[src/verilog/itb_regs.svh]
// register map, field positions, reset values and timing figures of the interval timer
//
// Operation
// One 8-bit up-counter works either as an interval timer or as a real-time clock time base.
// In interval mode the counter is fed by one of eight system prescaler taps, /8 up to /8192.
// In time-base mode, fed from 32.768 kHz, it overflows every 1 s, 0.5 s, 0.25 s or 31.25 ms.
// Every counter overflow, in either mode, raises the overflow request.
// The output pin carries the subclock or system clock divided by 32, 16, 8 or 4.
// Time base needs the 32.768 kHz subclock; without it only interval and system output work.
// The mode register is read/write at its fixed address and holds 0x10 after reset.
// The count register is read-only at the next address and reads 0x00 after reset.
// With source kind 0, the tap after 0xFF wraps the count to 0x00 and flags overflow.
// With source kind 1, two bits pick the period; the clear bit zeroes count and prescaler.
// Top three mode bits pick the output clock: top bit source, low two ratio, 000 default.
// The divided clock reaches the pin only while the port mode output enable is 1.
// Writes to the count register are ignored and reads never disturb counting.
`ifndef ITB_REGS_SVH
`define ITB_REGS_SVH

// ****************************************
// register map
// ****************************************
`define ITB_ADDR_W            16
`define ITB_MODE_OFFSET       16'hFFB0
`define ITB_COUNT_OFFSET      16'hFFB1
`define ITB_MODE_RESET        8'h10
`define ITB_COUNT_RESET       8'h00
`define ITB_COUNT_MAX         8'hFF
`define ITB_READ_NONE         8'h00

// ****************************************
// mode register fields
// ****************************************
`define ITB_OUT_SRC_BIT       7
`define ITB_OUT_RATIO_MSB     6
`define ITB_OUT_RATIO_LSB     5
`define ITB_RSVD_BIT          4
`define ITB_SRC_KIND_BIT      3
`define ITB_CLEAR_BIT         2
`define ITB_SEL_MSB           2
`define ITB_SEL_LSB           0
`define ITB_PERIOD_MSB        1
`define ITB_PERIOD_LSB        0

// ****************************************
// timing
// ****************************************
`define ITB_CLK_PERIOD_NS     10
`define ITB_SUBCLK_HZ         32768
`define ITB_PERIOD0_US        1000000
`define ITB_PERIOD1_US        500000
`define ITB_PERIOD2_US        250000
`define ITB_PERIOD3_US        31250
`define ITB_US_PER_S          1000000
`define ITB_COUNT_STEPS       256
// prescaler bit that toggles at source / 32; /16, /8, /4 sit one bit lower each
`define ITB_OUT_DIV32_BIT     4

`endif

[src/verilog/itb_pkg.sv]
// shared types of the interval timer
package itb_pkg;
  typedef logic [7:0] itb_byte_type;

  // counter input source, one-hot
  typedef enum logic [1:0] {
    ITB_SRC_SYSTEM = 2'b01,
    ITB_SRC_SUB    = 2'b10
  } itb_src_type;
endpackage : itb_pkg

[src/verilog/itb_timer.sv]
// interval timer / clock time base with divided clock output
`timescale 1ns/1ns
`include "itb_regs.svh"
module itb_timer #(
  parameter int PSS_W = 13,
  parameter int PSW_W = 7
) (
  input  wire logic                     i_clk,
  input  wire logic                     i_rst_b,
  input  wire logic                     i_ce,
  input  wire logic                     i_subclock,
  input  wire logic                     i_port_mode_reg_one_out_en,
  input  wire logic [`ITB_ADDR_W-1:0]   i_addr,
  input  wire logic [7:0]               i_wdata,
  input  wire logic                     i_wr,
  input  wire logic                     i_rd,
  output itb_pkg::itb_byte_type         o_rdata,
  output logic                          o_overflow_request_flag,
  output logic                          o_divided_clock_out_pin,
  output logic                          o_divided_clock_out_pin_en
);

  // ****************************************
  // derived counts and parameter checks
  // ****************************************
  localparam longint SUB_CYC0 = longint'(`ITB_SUBCLK_HZ) * `ITB_PERIOD0_US
                                / `ITB_US_PER_S / `ITB_COUNT_STEPS;
  localparam longint SUB_CYC1 = longint'(`ITB_SUBCLK_HZ) * `ITB_PERIOD1_US
                                / `ITB_US_PER_S / `ITB_COUNT_STEPS;
  localparam longint SUB_CYC2 = longint'(`ITB_SUBCLK_HZ) * `ITB_PERIOD2_US
                                / `ITB_US_PER_S / `ITB_COUNT_STEPS;
  localparam longint SUB_CYC3 = longint'(`ITB_SUBCLK_HZ) * `ITB_PERIOD3_US
                                / `ITB_US_PER_S / `ITB_COUNT_STEPS;
  localparam int TB_W0 = $clog2(SUB_CYC0);
  localparam int TB_W1 = $clog2(SUB_CYC1);
  localparam int TB_W2 = $clog2(SUB_CYC2);
  localparam int TB_W3 = $clog2(SUB_CYC3);

  generate
    if (PSS_W < 13 || PSS_W > 16) begin : g_bad_pss
      $error("system prescaler width must be 13 to 16");
    end
    if (PSW_W < TB_W0 || PSW_W > 16) begin : g_bad_psw
      $error("subclock prescaler too narrow for the longest period");
    end
  endgenerate

  // ****************************************
  // functions
  // ****************************************
  // true when the low w bits of v are all ones, i.e. the next step carries past bit w-1
  function automatic logic low_ones(input logic [15:0] v, input logic [4:0] w);
    logic r;
    r = 1'b1;
    for (int i = 0; i < 16; i++) begin
      if (i < int'(w) && !v[i]) begin
        r = 1'b0;
      end
    end
    return r;
  endfunction : low_ones

  function automatic logic [4:0] sys_tap_w(input logic [2:0] sel);
    case (sel)
      3'h0:    sys_tap_w = 5'h0D;
      3'h1:    sys_tap_w = 5'h0C;
      3'h2:    sys_tap_w = 5'h0B;
      3'h3:    sys_tap_w = 5'h09;
      3'h4:    sys_tap_w = 5'h08;
      3'h5:    sys_tap_w = 5'h07;
      3'h6:    sys_tap_w = 5'h05;
      default: sys_tap_w = 5'h03;
    endcase
  endfunction : sys_tap_w

  // ****************************************
  // reset release and subclock capture
  // ****************************************
  logic rst_meta;
  logic rst_n;

  always_ff @(posedge i_clk or negedge i_rst_b) begin
    if (!i_rst_b) begin
      rst_meta <= 1'b0;
      rst_n    <= 1'b0;
    end else begin
      rst_meta <= 1'b1;
      rst_n    <= rst_meta;
    end
  end

  logic sub_sync;
  logic sub_last;

  // without a running subclock sub_edge never fires and the time base stalls
  itb_sync u_sub_sync (
    .i_clk   (i_clk),
    .i_rst_b (rst_n),
    .i_ce    (i_ce),
    .i_async (i_subclock),
    .o_sync  (sub_sync)
  );

  // ****************************************
  // state
  // ****************************************
  itb_pkg::itb_byte_type  mode;
  itb_pkg::itb_byte_type  count;
  logic [PSS_W-1:0]       system_prescaler;
  logic [PSW_W-1:0]       subclock_prescaler;

  // ****************************************
  // decode and next values
  // ****************************************
  wire                    sub_edge   = sub_sync & ~sub_last;
  wire itb_pkg::itb_src_type src     = mode[`ITB_SRC_KIND_BIT] ? itb_pkg::ITB_SRC_SUB
                                                             : itb_pkg::ITB_SRC_SYSTEM;
  wire                    tb_clear   = (src == itb_pkg::ITB_SRC_SUB) & mode[`ITB_CLEAR_BIT];
  wire [2:0]              tap_sel    = mode[`ITB_SEL_MSB:`ITB_SEL_LSB];
  wire [1:0]              period_sel = mode[`ITB_PERIOD_MSB:`ITB_PERIOD_LSB];
  wire [4:0]              tb_w       = (period_sel == 2'h0) ? 5'(TB_W0) :
                                       (period_sel == 2'h1) ? 5'(TB_W1) :
                                       (period_sel == 2'h2) ? 5'(TB_W2) : 5'(TB_W3);
  wire                    sys_tick   = low_ones(16'(system_prescaler), sys_tap_w(tap_sel));
  wire                    tb_tick    = sub_edge & low_ones(16'(subclock_prescaler), tb_w);
  wire                    count_inc  = (src == itb_pkg::ITB_SRC_SUB) ? tb_tick : sys_tick;
  wire                    wraps      = count_inc & ~tb_clear & (count == `ITB_COUNT_MAX);
  wire                    sel_mode   = (i_addr == `ITB_MODE_OFFSET);
  wire                    sel_count  = (i_addr == `ITB_COUNT_OFFSET);
  wire [2:0]              out_bit    = 3'(`ITB_OUT_DIV32_BIT)
                                       - {1'b0, mode[`ITB_OUT_RATIO_MSB:`ITB_OUT_RATIO_LSB]};
  wire                    sel_clk    = mode[`ITB_OUT_SRC_BIT] ? subclock_prescaler[out_bit] : system_prescaler[out_bit];
  wire itb_pkg::itb_byte_type mode_view = mode | (8'h01 << `ITB_RSVD_BIT);

  wire itb_pkg::itb_byte_type next_count = tb_clear  ? `ITB_COUNT_RESET :
                                           count_inc ? count + 8'h01 : count;
  wire [PSW_W-1:0]        next_psw   = tb_clear ? '0 : sub_edge ? subclock_prescaler + 1'b1 : subclock_prescaler;
  wire itb_pkg::itb_byte_type next_rdata = !i_rd    ? `ITB_READ_NONE :
                                           sel_mode  ? mode_view :
                                           sel_count ? count : `ITB_READ_NONE;

  // ****************************************
  // registers
  // ****************************************
  always_ff @(posedge i_clk or negedge rst_n) begin
    if (!rst_n) begin
      mode <= `ITB_MODE_RESET;
    end else if (i_ce && i_wr && sel_mode) begin
      mode <= i_wdata;
    end
  end

  // system prescaler runs free and the subclock one clears only on the clear bit, so a tap change takes effect at once, at the cost of a short first period
  always_ff @(posedge i_clk or negedge rst_n) begin
    if (!rst_n) begin
      system_prescaler      <= '0;
      subclock_prescaler      <= '0;
      sub_last <= 1'b0;
    end else if (i_ce) begin
      system_prescaler      <= system_prescaler + 1'b1;
      subclock_prescaler      <= next_psw;
      sub_last <= sub_sync;
    end
  end

  // count register has no write path at all
  always_ff @(posedge i_clk or negedge rst_n) begin
    if (!rst_n) begin
      count                   <= `ITB_COUNT_RESET;
      o_overflow_request_flag <= 1'b0;
    end else if (i_ce) begin
      count                   <= next_count;
      o_overflow_request_flag <= wraps;
    end
  end

  always_ff @(posedge i_clk or negedge rst_n) begin
    if (!rst_n) begin
      o_rdata                    <= `ITB_READ_NONE;
      o_divided_clock_out_pin    <= 1'b0;
      o_divided_clock_out_pin_en <= 1'b0;
    end else if (i_ce) begin
      o_rdata                    <= next_rdata;
      o_divided_clock_out_pin    <= sel_clk & i_port_mode_reg_one_out_en;
      o_divided_clock_out_pin_en <= i_port_mode_reg_one_out_en;
    end
  end

  // ****************************************
  // assertions
  // ****************************************
  property p_step;
    @(posedge i_clk) disable iff (!rst_n)
      (i_ce && count_inc && !tb_clear && count != `ITB_COUNT_MAX)
      |=> (count == $past(count) + 8'h01);
  endproperty
  a_step: assert property (p_step) else $error("count did not step by one");

  property p_hold;
    @(posedge i_clk) disable iff (!rst_n)
      (i_ce && !count_inc && !tb_clear) |=> $stable(count);
  endproperty
  a_hold: assert property (p_hold) else $error("count moved without a tap");

  property p_wrap;
    @(posedge i_clk) disable iff (!rst_n)
      (i_ce && count_inc && !tb_clear && count == `ITB_COUNT_MAX)
      |=> (count == `ITB_COUNT_RESET) && o_overflow_request_flag;
  endproperty
  a_wrap: assert property (p_wrap) else $error("no wrap or no overflow flag");

  property p_ovf_cause;
    @(posedge i_clk) disable iff (!rst_n)
      $rose(o_overflow_request_flag) |-> (count == `ITB_COUNT_RESET)
      && ($past(count) == `ITB_COUNT_MAX);
  endproperty
  a_ovf_cause: assert property (p_ovf_cause) else $error("overflow without wrap");

  property p_clear;
    @(posedge i_clk) disable iff (!rst_n)
      (i_ce && tb_clear) |=> (count == `ITB_COUNT_RESET) && (subclock_prescaler == '0);
  endproperty
  a_clear: assert property (p_clear) else $error("clear left count or prescaler");

  property p_tb_rate;
    @(posedge i_clk) disable iff (!rst_n)
      (i_ce && src == itb_pkg::ITB_SRC_SUB && !tb_clear && !sub_edge) |=> $stable(count);
  endproperty
  a_tb_rate: assert property (p_tb_rate) else $error("time base counted off subclock");

  property p_mode_read;
    @(posedge i_clk) disable iff (!rst_n)
      (i_ce && i_rd && sel_mode) |=> (o_rdata == ($past(mode) | 8'h10));
  endproperty
  a_mode_read: assert property (p_mode_read) else $error("bad mode readback");

  property p_count_read;
    @(posedge i_clk) disable iff (!rst_n)
      (i_ce && i_rd && sel_count) |=> (o_rdata == $past(count));
  endproperty
  a_count_read: assert property (p_count_read) else $error("bad count readback");

  property p_count_ro;
    @(posedge i_clk) disable iff (!rst_n)
      (i_ce && i_wr && sel_count && !count_inc && !tb_clear) |=> $stable(count);
  endproperty
  a_count_ro: assert property (p_count_ro) else $error("count took a write");

  property p_pin_gate;
    @(posedge i_clk) disable iff (!rst_n)
      (i_ce && !i_port_mode_reg_one_out_en) |=> !o_divided_clock_out_pin
      && !o_divided_clock_out_pin_en;
  endproperty
  a_pin_gate: assert property (p_pin_gate) else $error("pin driven while disabled");

  property p_pin_sel;
    @(posedge i_clk) disable iff (!rst_n)
      (i_ce && i_port_mode_reg_one_out_en) |=> (o_divided_clock_out_pin == $past(sel_clk));
  endproperty
  a_pin_sel: assert property (p_pin_sel) else $error("pin not the selected clock");

  // freeze check covers count, mode and both prescalers, so a stalled enable cannot shift the tap phase
  property p_freeze;
    @(posedge i_clk) disable iff (!rst_n)
      !i_ce |=> $stable(count) && $stable(mode) && $stable(system_prescaler) && $stable(subclock_prescaler);
  endproperty
  a_freeze: assert property (p_freeze) else $error("state moved while enable low");

  property p_pss_run;
    @(posedge i_clk) disable iff (!rst_n)
      i_ce |=> (system_prescaler == $past(system_prescaler) + 1'b1);
  endproperty
  a_pss_run: assert property (p_pss_run) else $error("system prescaler skipped");

  property p_flag_pulse;
    @(posedge i_clk) disable iff (!rst_n)
      (i_ce && o_overflow_request_flag) |=> !o_overflow_request_flag;
  endproperty
  a_flag_pulse: assert property (p_flag_pulse) else $error("overflow flag held");

  property p_flag_src;
    @(posedge i_clk) disable iff (!rst_n)
      (i_ce && !wraps) |=> !o_overflow_request_flag;
  endproperty
  a_flag_src: assert property (p_flag_src) else $error("overflow flag without wrap");

  property p_mode_write;
    @(posedge i_clk) disable iff (!rst_n)
      (i_ce && i_wr && sel_mode) |=> (mode == $past(i_wdata));
  endproperty
  a_mode_write: assert property (p_mode_write) else $error("mode write lost");

  // read data must fall back to zero so a stale value is never taken for a fresh read
  property p_rdata_idle;
    @(posedge i_clk) disable iff (!rst_n)
      (i_ce && !i_rd) |=> (o_rdata == `ITB_READ_NONE);
  endproperty
  a_rdata_idle: assert property (p_rdata_idle) else $error("read data outside a read");

  property p_pin_en;
    @(posedge i_clk) disable iff (!rst_n)
      i_ce |=> (o_divided_clock_out_pin_en == $past(i_port_mode_reg_one_out_en));
  endproperty
  a_pin_en: assert property (p_pin_en) else $error("pin enable lagging");

endmodule : itb_timer

[src/verilog/itb_sync.sv]
// two-flop synchroniser for a level arriving from outside the clock domain
`timescale 1ns/1ns
module itb_sync (
  input  wire logic i_clk,
  input  wire logic i_rst_b,
  input  wire logic i_ce,
  input  wire logic i_async,
  output logic      o_sync
);
  logic meta;

  always_ff @(posedge i_clk or negedge i_rst_b) begin
    if (!i_rst_b) begin
      meta   <= 1'b0;
      o_sync <= 1'b0;
    end else if (i_ce) begin
      meta   <= i_async;
      o_sync <= meta;
    end
  end
endmodule : itb_sync

[config.mk]
export PLATFORM = sky130hd
export DESIGN_NAME = itb_timer
export DESIGN_NICKNAME = d
export VERILOG_FILES = /design/src/verilog/itb_pkg.sv /design/src/verilog/itb_timer.sv /design/src/verilog/itb_sync.sv
export VERILOG_INCLUDE_DIRS = /design/src /design/src/verilog
export SDC_FILE = /design/constraint.sdc
export NUM_CORES = 1
export LEC_CHECK = 0
export BUFFER_PORTS_ARGS = -buffer_cell sky130_fd_sc_hd__buf_2
export CORE_ASPECT_RATIO = 1.75
export CORE_MARGIN = 2
export CORE_UTILIZATION = 35
export DETAILED_ROUTE_END_ITERATION = 12
export GPL_ROUTABILITY_DRIVEN = 0
export PLACE_DENSITY = 0.59
export SLEW_MARGIN = 20
export SYNTH_ARGS = -nofsm -noshare
export SYNTH_HDL_FRONTEND = slang
export SYNTH_SLANG_ARGS = --single-unit
[constraint.sdc]
create_clock -name i_clk -period 1.8 [get_ports i_clk]
set_input_delay 0 -clock i_clk [delete_from_list [all_inputs] [get_ports i_clk]]
set_output_delay 0 -clock i_clk [all_outputs]
set_load 0.05 [all_outputs]
==> parameters.txt <==
Parameter                              Value

Worst setup path
  Worst setup slack for register-to-register paths    -0.16 ns
  Path length in cells of the critical path    6
  Launching element type of the critical path    flip-flop
  Largest fanout on the critical path    4
  Worst flop-to-flop path startpoint    mode[6]$_DFFE_PN0P_
  Depth of the worst register-to-register path    6
  Delay contributed by the slowest stage of the critical path    0.50 ns
  Required @ worst endpoint    1.98 ns
  Top cell family by delay on the critical path    multiplexers
  Arrival @ worst endpoint    2.14 ns
  Ordered cell list for the critical path    inv_2, ha_4, mux4_2, mux4_2, nand3_2, o21ai_2
  Buffers plus inverters on the worst setup path    1
  Top cell by count, worst path    mux4_2
  Critical Path Sink Type    flip-flop
  Type of the worst setup path    flip-flop to flip-flop
  FF-to-FF End    o_divided_clock_out_pin$_DFFE_PN0P_
  Slowest cell on crit path    mux4_2

CTS
  Clock Root Buffer    clkbuf_16
  Number of clock sinks seen by CTS    51
  Total clock buffers created by CTS    5
  Max Root-Sink Buffers    2
  Clock tree from TritonCTS    yes
  Worst-path clk slew    0.07 ns
  Htree depth    2
  Clock network latency to the later pin of the worst-skew pair    0.30 ns

Drt
  DRC violations left    0
  Drt total wl    6615 um
  Highest metal layer with signal wires    met4
  Routed wire length on met2    3561 um
  Detailed Routing Iterations Pass 1    4
  WL met1    2562 um
  Drt wl/cell    16.21 um
  Met3 wire length    275 um
  Via-to-Cell Ratio    5.275
  Remaining number of nets flagged by the antenna check after routing    0
  Violation count after the first detailed-routing iteration    166
  Total via count after detailed routing    2,152

Die
  Die Area    8071 um^2
  Area of the core region    7182 um^2
  Initial Util    35.78%
  I/O pin total    42
  Die extent in x    68.78 um
  Count of standard-cell rows    41
  Die Span Y    117.4 um

Global routing
  Overall track demand over capacity in global routing    17.54%
  Total congestion overflow after global routing    0
  Via count of the first global-routing pass    2,252
  Initial antenna violation count    0
  First-pass GRT wire length    10,600 um
  Pin count of the biggest net entering global routing    32

Finish
  Number of filler cells placed in the layout    669
  Share of cells above drive strength 1    42.86%
  Register Area    1277 um^2
  Highest-count cells in the layout ignoring fill and taps    dfrtp_1, buf_4, buf_2
  Area of the multi-input gates    1351 um^2
  Post-route core utilization    50.03%
  Commonest non-fill, non-tap cell in the layout    dfrtp_1
  Syn-to-layout area delta    39.82%
  Count of nets after finishing    358
  Antenna cell count    0

Synth
  Mapped Nets    262
  Post-synthesis instance total    225
  Top post-synthesis cells by area    dfrtp_1, mux2_2, xnor2_1
  Post-Syn Area per Cell    11.42 um^2
  Register bit total from synthesis    51
  Post-synth EDFFs    0
  Share of flip-flops with an asynchronous set or reset    100.0%
  Mapped Area    2570 um^2
  YS warnings    0
  Area fraction of the dominant cell type after synthesis    49.66%
  Cell variety after synth    48
  Leading area contributor after synthesis    dfrtp_1
  Most common flop cell mapped by yosys    dfrtp_1
  Sequential share of the synthesized area    49.66%

Status
  Failing checks    setup timing
  Run status    finished with violations

Timing
  Endpoints failing setup    4
  Clk_skew    0.005639 ns
  Fin crit share    108.9%
  Minimum clock period after layout    1.960 ns
  Final Hold Fails    0
  Worst-case setup margin in the final layout    -0.1602 ns
  Achievable clock frequency    510.1 MHz
  RSZ-0062 raised after global routing    yes
  Final number of max-transition violations    0

Worst hold path
  Path category of the worst min-delay check    input pin to asynchronous set/reset pin

Placed design
  Count of input and output buffers    40
  Post-Place Setup Slack    -0.1604 ns
  Post-detail-place hpwl    4802 um

Power
  Pwr dens    916.8 nW/um^2
  Leakage    1.650 nW
  Max rail drop VDD    528.3 uV

Run
  Max-capacitance violation count    0
## worst reg2reg max path: stages (launching register included)
cell and delay (ns):
dfrtp_1 0.38, inv_2 0.06, ha_4 0.28, mux4_2 0.50, mux4_2 0.48, nand3_2 0.09, o21ai_2 0.05
## kinds of logic after synthesis
| logic type | count (synthesis) | share of synthesized area, % |
|---|---|---|
| compound gates | 42 | 11.88 |
| xor+xnor | 16 | 5.453 |
| fa+ha+maj | 6 | 2.921 |
| buf+inv | 15 | 3.212 |
| flops | 51 | 49.66 |
| mux | 25 | 12.32 |
| other cells | 1 | 0.1459 |
| simple gates | 69 | 14.41 |
## flip-flops by register name, summed over array words and instances, names as in the netlist
name	count
sub_last	1
u_sub_sync.o_sync	1
u_sub_sync.meta	1
o_rdata	8
system_prescaler	13
subclock_prescaler	7
rst_n	1
mode	7
count	8
rst_meta	1
o_overflow_request_flag	1
o_divided_clock_out_pin	1
o_divided_clock_out_pin_en	1
## layout make-up
type	instances	share of cell area (%)
Multi-Input combinational cell	159	37.60
Sequential cell	51	35.55
Timing Repair Buffer	98	18.84
Clock buffer	6	3.865
Tap cell	86	2.994
Inverter	6	0.6964
Clock inverter	2	0.4526
## power by group
part	total (W)	switching, W	internal, W
sequential	0.00142	0.000139	0.00128
combinational	0.000871	0.000377	0.000494
clock	0.00100	0.000446	0.000557
## metal layers
layer | vias to the layer above | GRT usage, %
met4 | 0 | 7.843
li1 | 1031 | -
met3 | 13 | 3.260
met5 | - | 0
met1 | 1045 | 19.35
met2 | 63 | 30.95
## Yosys cell counts (all sizes together), types with 2 or more instances
| cell | instances |
|---|---|
| nor4 | 3 |
| a31oi | 2 |
| mux2i | 8 |
| a21oi | 8 |
| and3 | 4 |
| a22o | 3 |
| inv | 6 |
| ha | 6 |
| nor2b | 2 |
| dfrtp | 51 |
| and2 | 2 |
| xor2 | 5 |
| or4 | 3 |
| nand4 | 8 |
| o2bb2ai | 8 |
| mux2 | 13 |
| buf | 4 |
| clkbuf | 5 |
| o21ai | 5 |
| mux4 | 4 |
| nand3 | 15 |
| o31ai | 2 |
| xnor2 | 11 |
| o211ai | 4 |
| nor2 | 7 |
| nand2 | 18 |
## timing repair
item                                   CTS  global route
endpoints found under the hold margin   12             0
hold buffers                            10             0
pin swaps                               11             5
setup endpoints to repair               10            10
gates resized for setup                 11            14
buffers inserted                         4             0
## per-stage QoR
stage | cells | power (W) | cell area (um^2) | setup TNS (ns) | hold WS, ns
floorplan | 225 | 0.001813 | 2597 | -0.4523 | -0.2956
global placement | 386 | 0.002195 | 3179 | -0.9712 | -0.2071
detailed placement | 386 | 0.002219 | 3179 | -0.9357 | -0.2087
CTS | 408 | 0.003285 | 3516 | -0.2995 | 0.006302
global route | 408 | 0.003457 | 3593 | -0.9984 | 0.008835
finish | 408 | 0.003294 | 3593 | -0.3257 | 0.006302
## worst max-delay path by stage
stage	slack [ns]	to	start
floorplan	-0.18	o_divided_clock_out_pin$_DFFE_PN0P_	mode[5]$_DFFE_PN0P_
detailed placement	-0.16	o_divided_clock_out_pin$_DFFE_PN0P_	mode[6]$_DFFE_PN0P_
CTS	-0.16	o_divided_clock_out_pin$_DFFE_PN0P_	mode[6]$_DFFE_PN0P_
global route	-0.23	o_divided_clock_out_pin$_DFFE_PN0P_	mode[5]$_DFFE_PN0P_
finish	-0.16	o_divided_clock_out_pin$_DFFE_PN0P_	mode[6]$_DFFE_PN0P_
global placement	-0.11	o_divided_clock_out_pin$_DFFE_PN0P_	mode[5]$_DFFE_PN0P_
(Power assumes the default switching activity.)
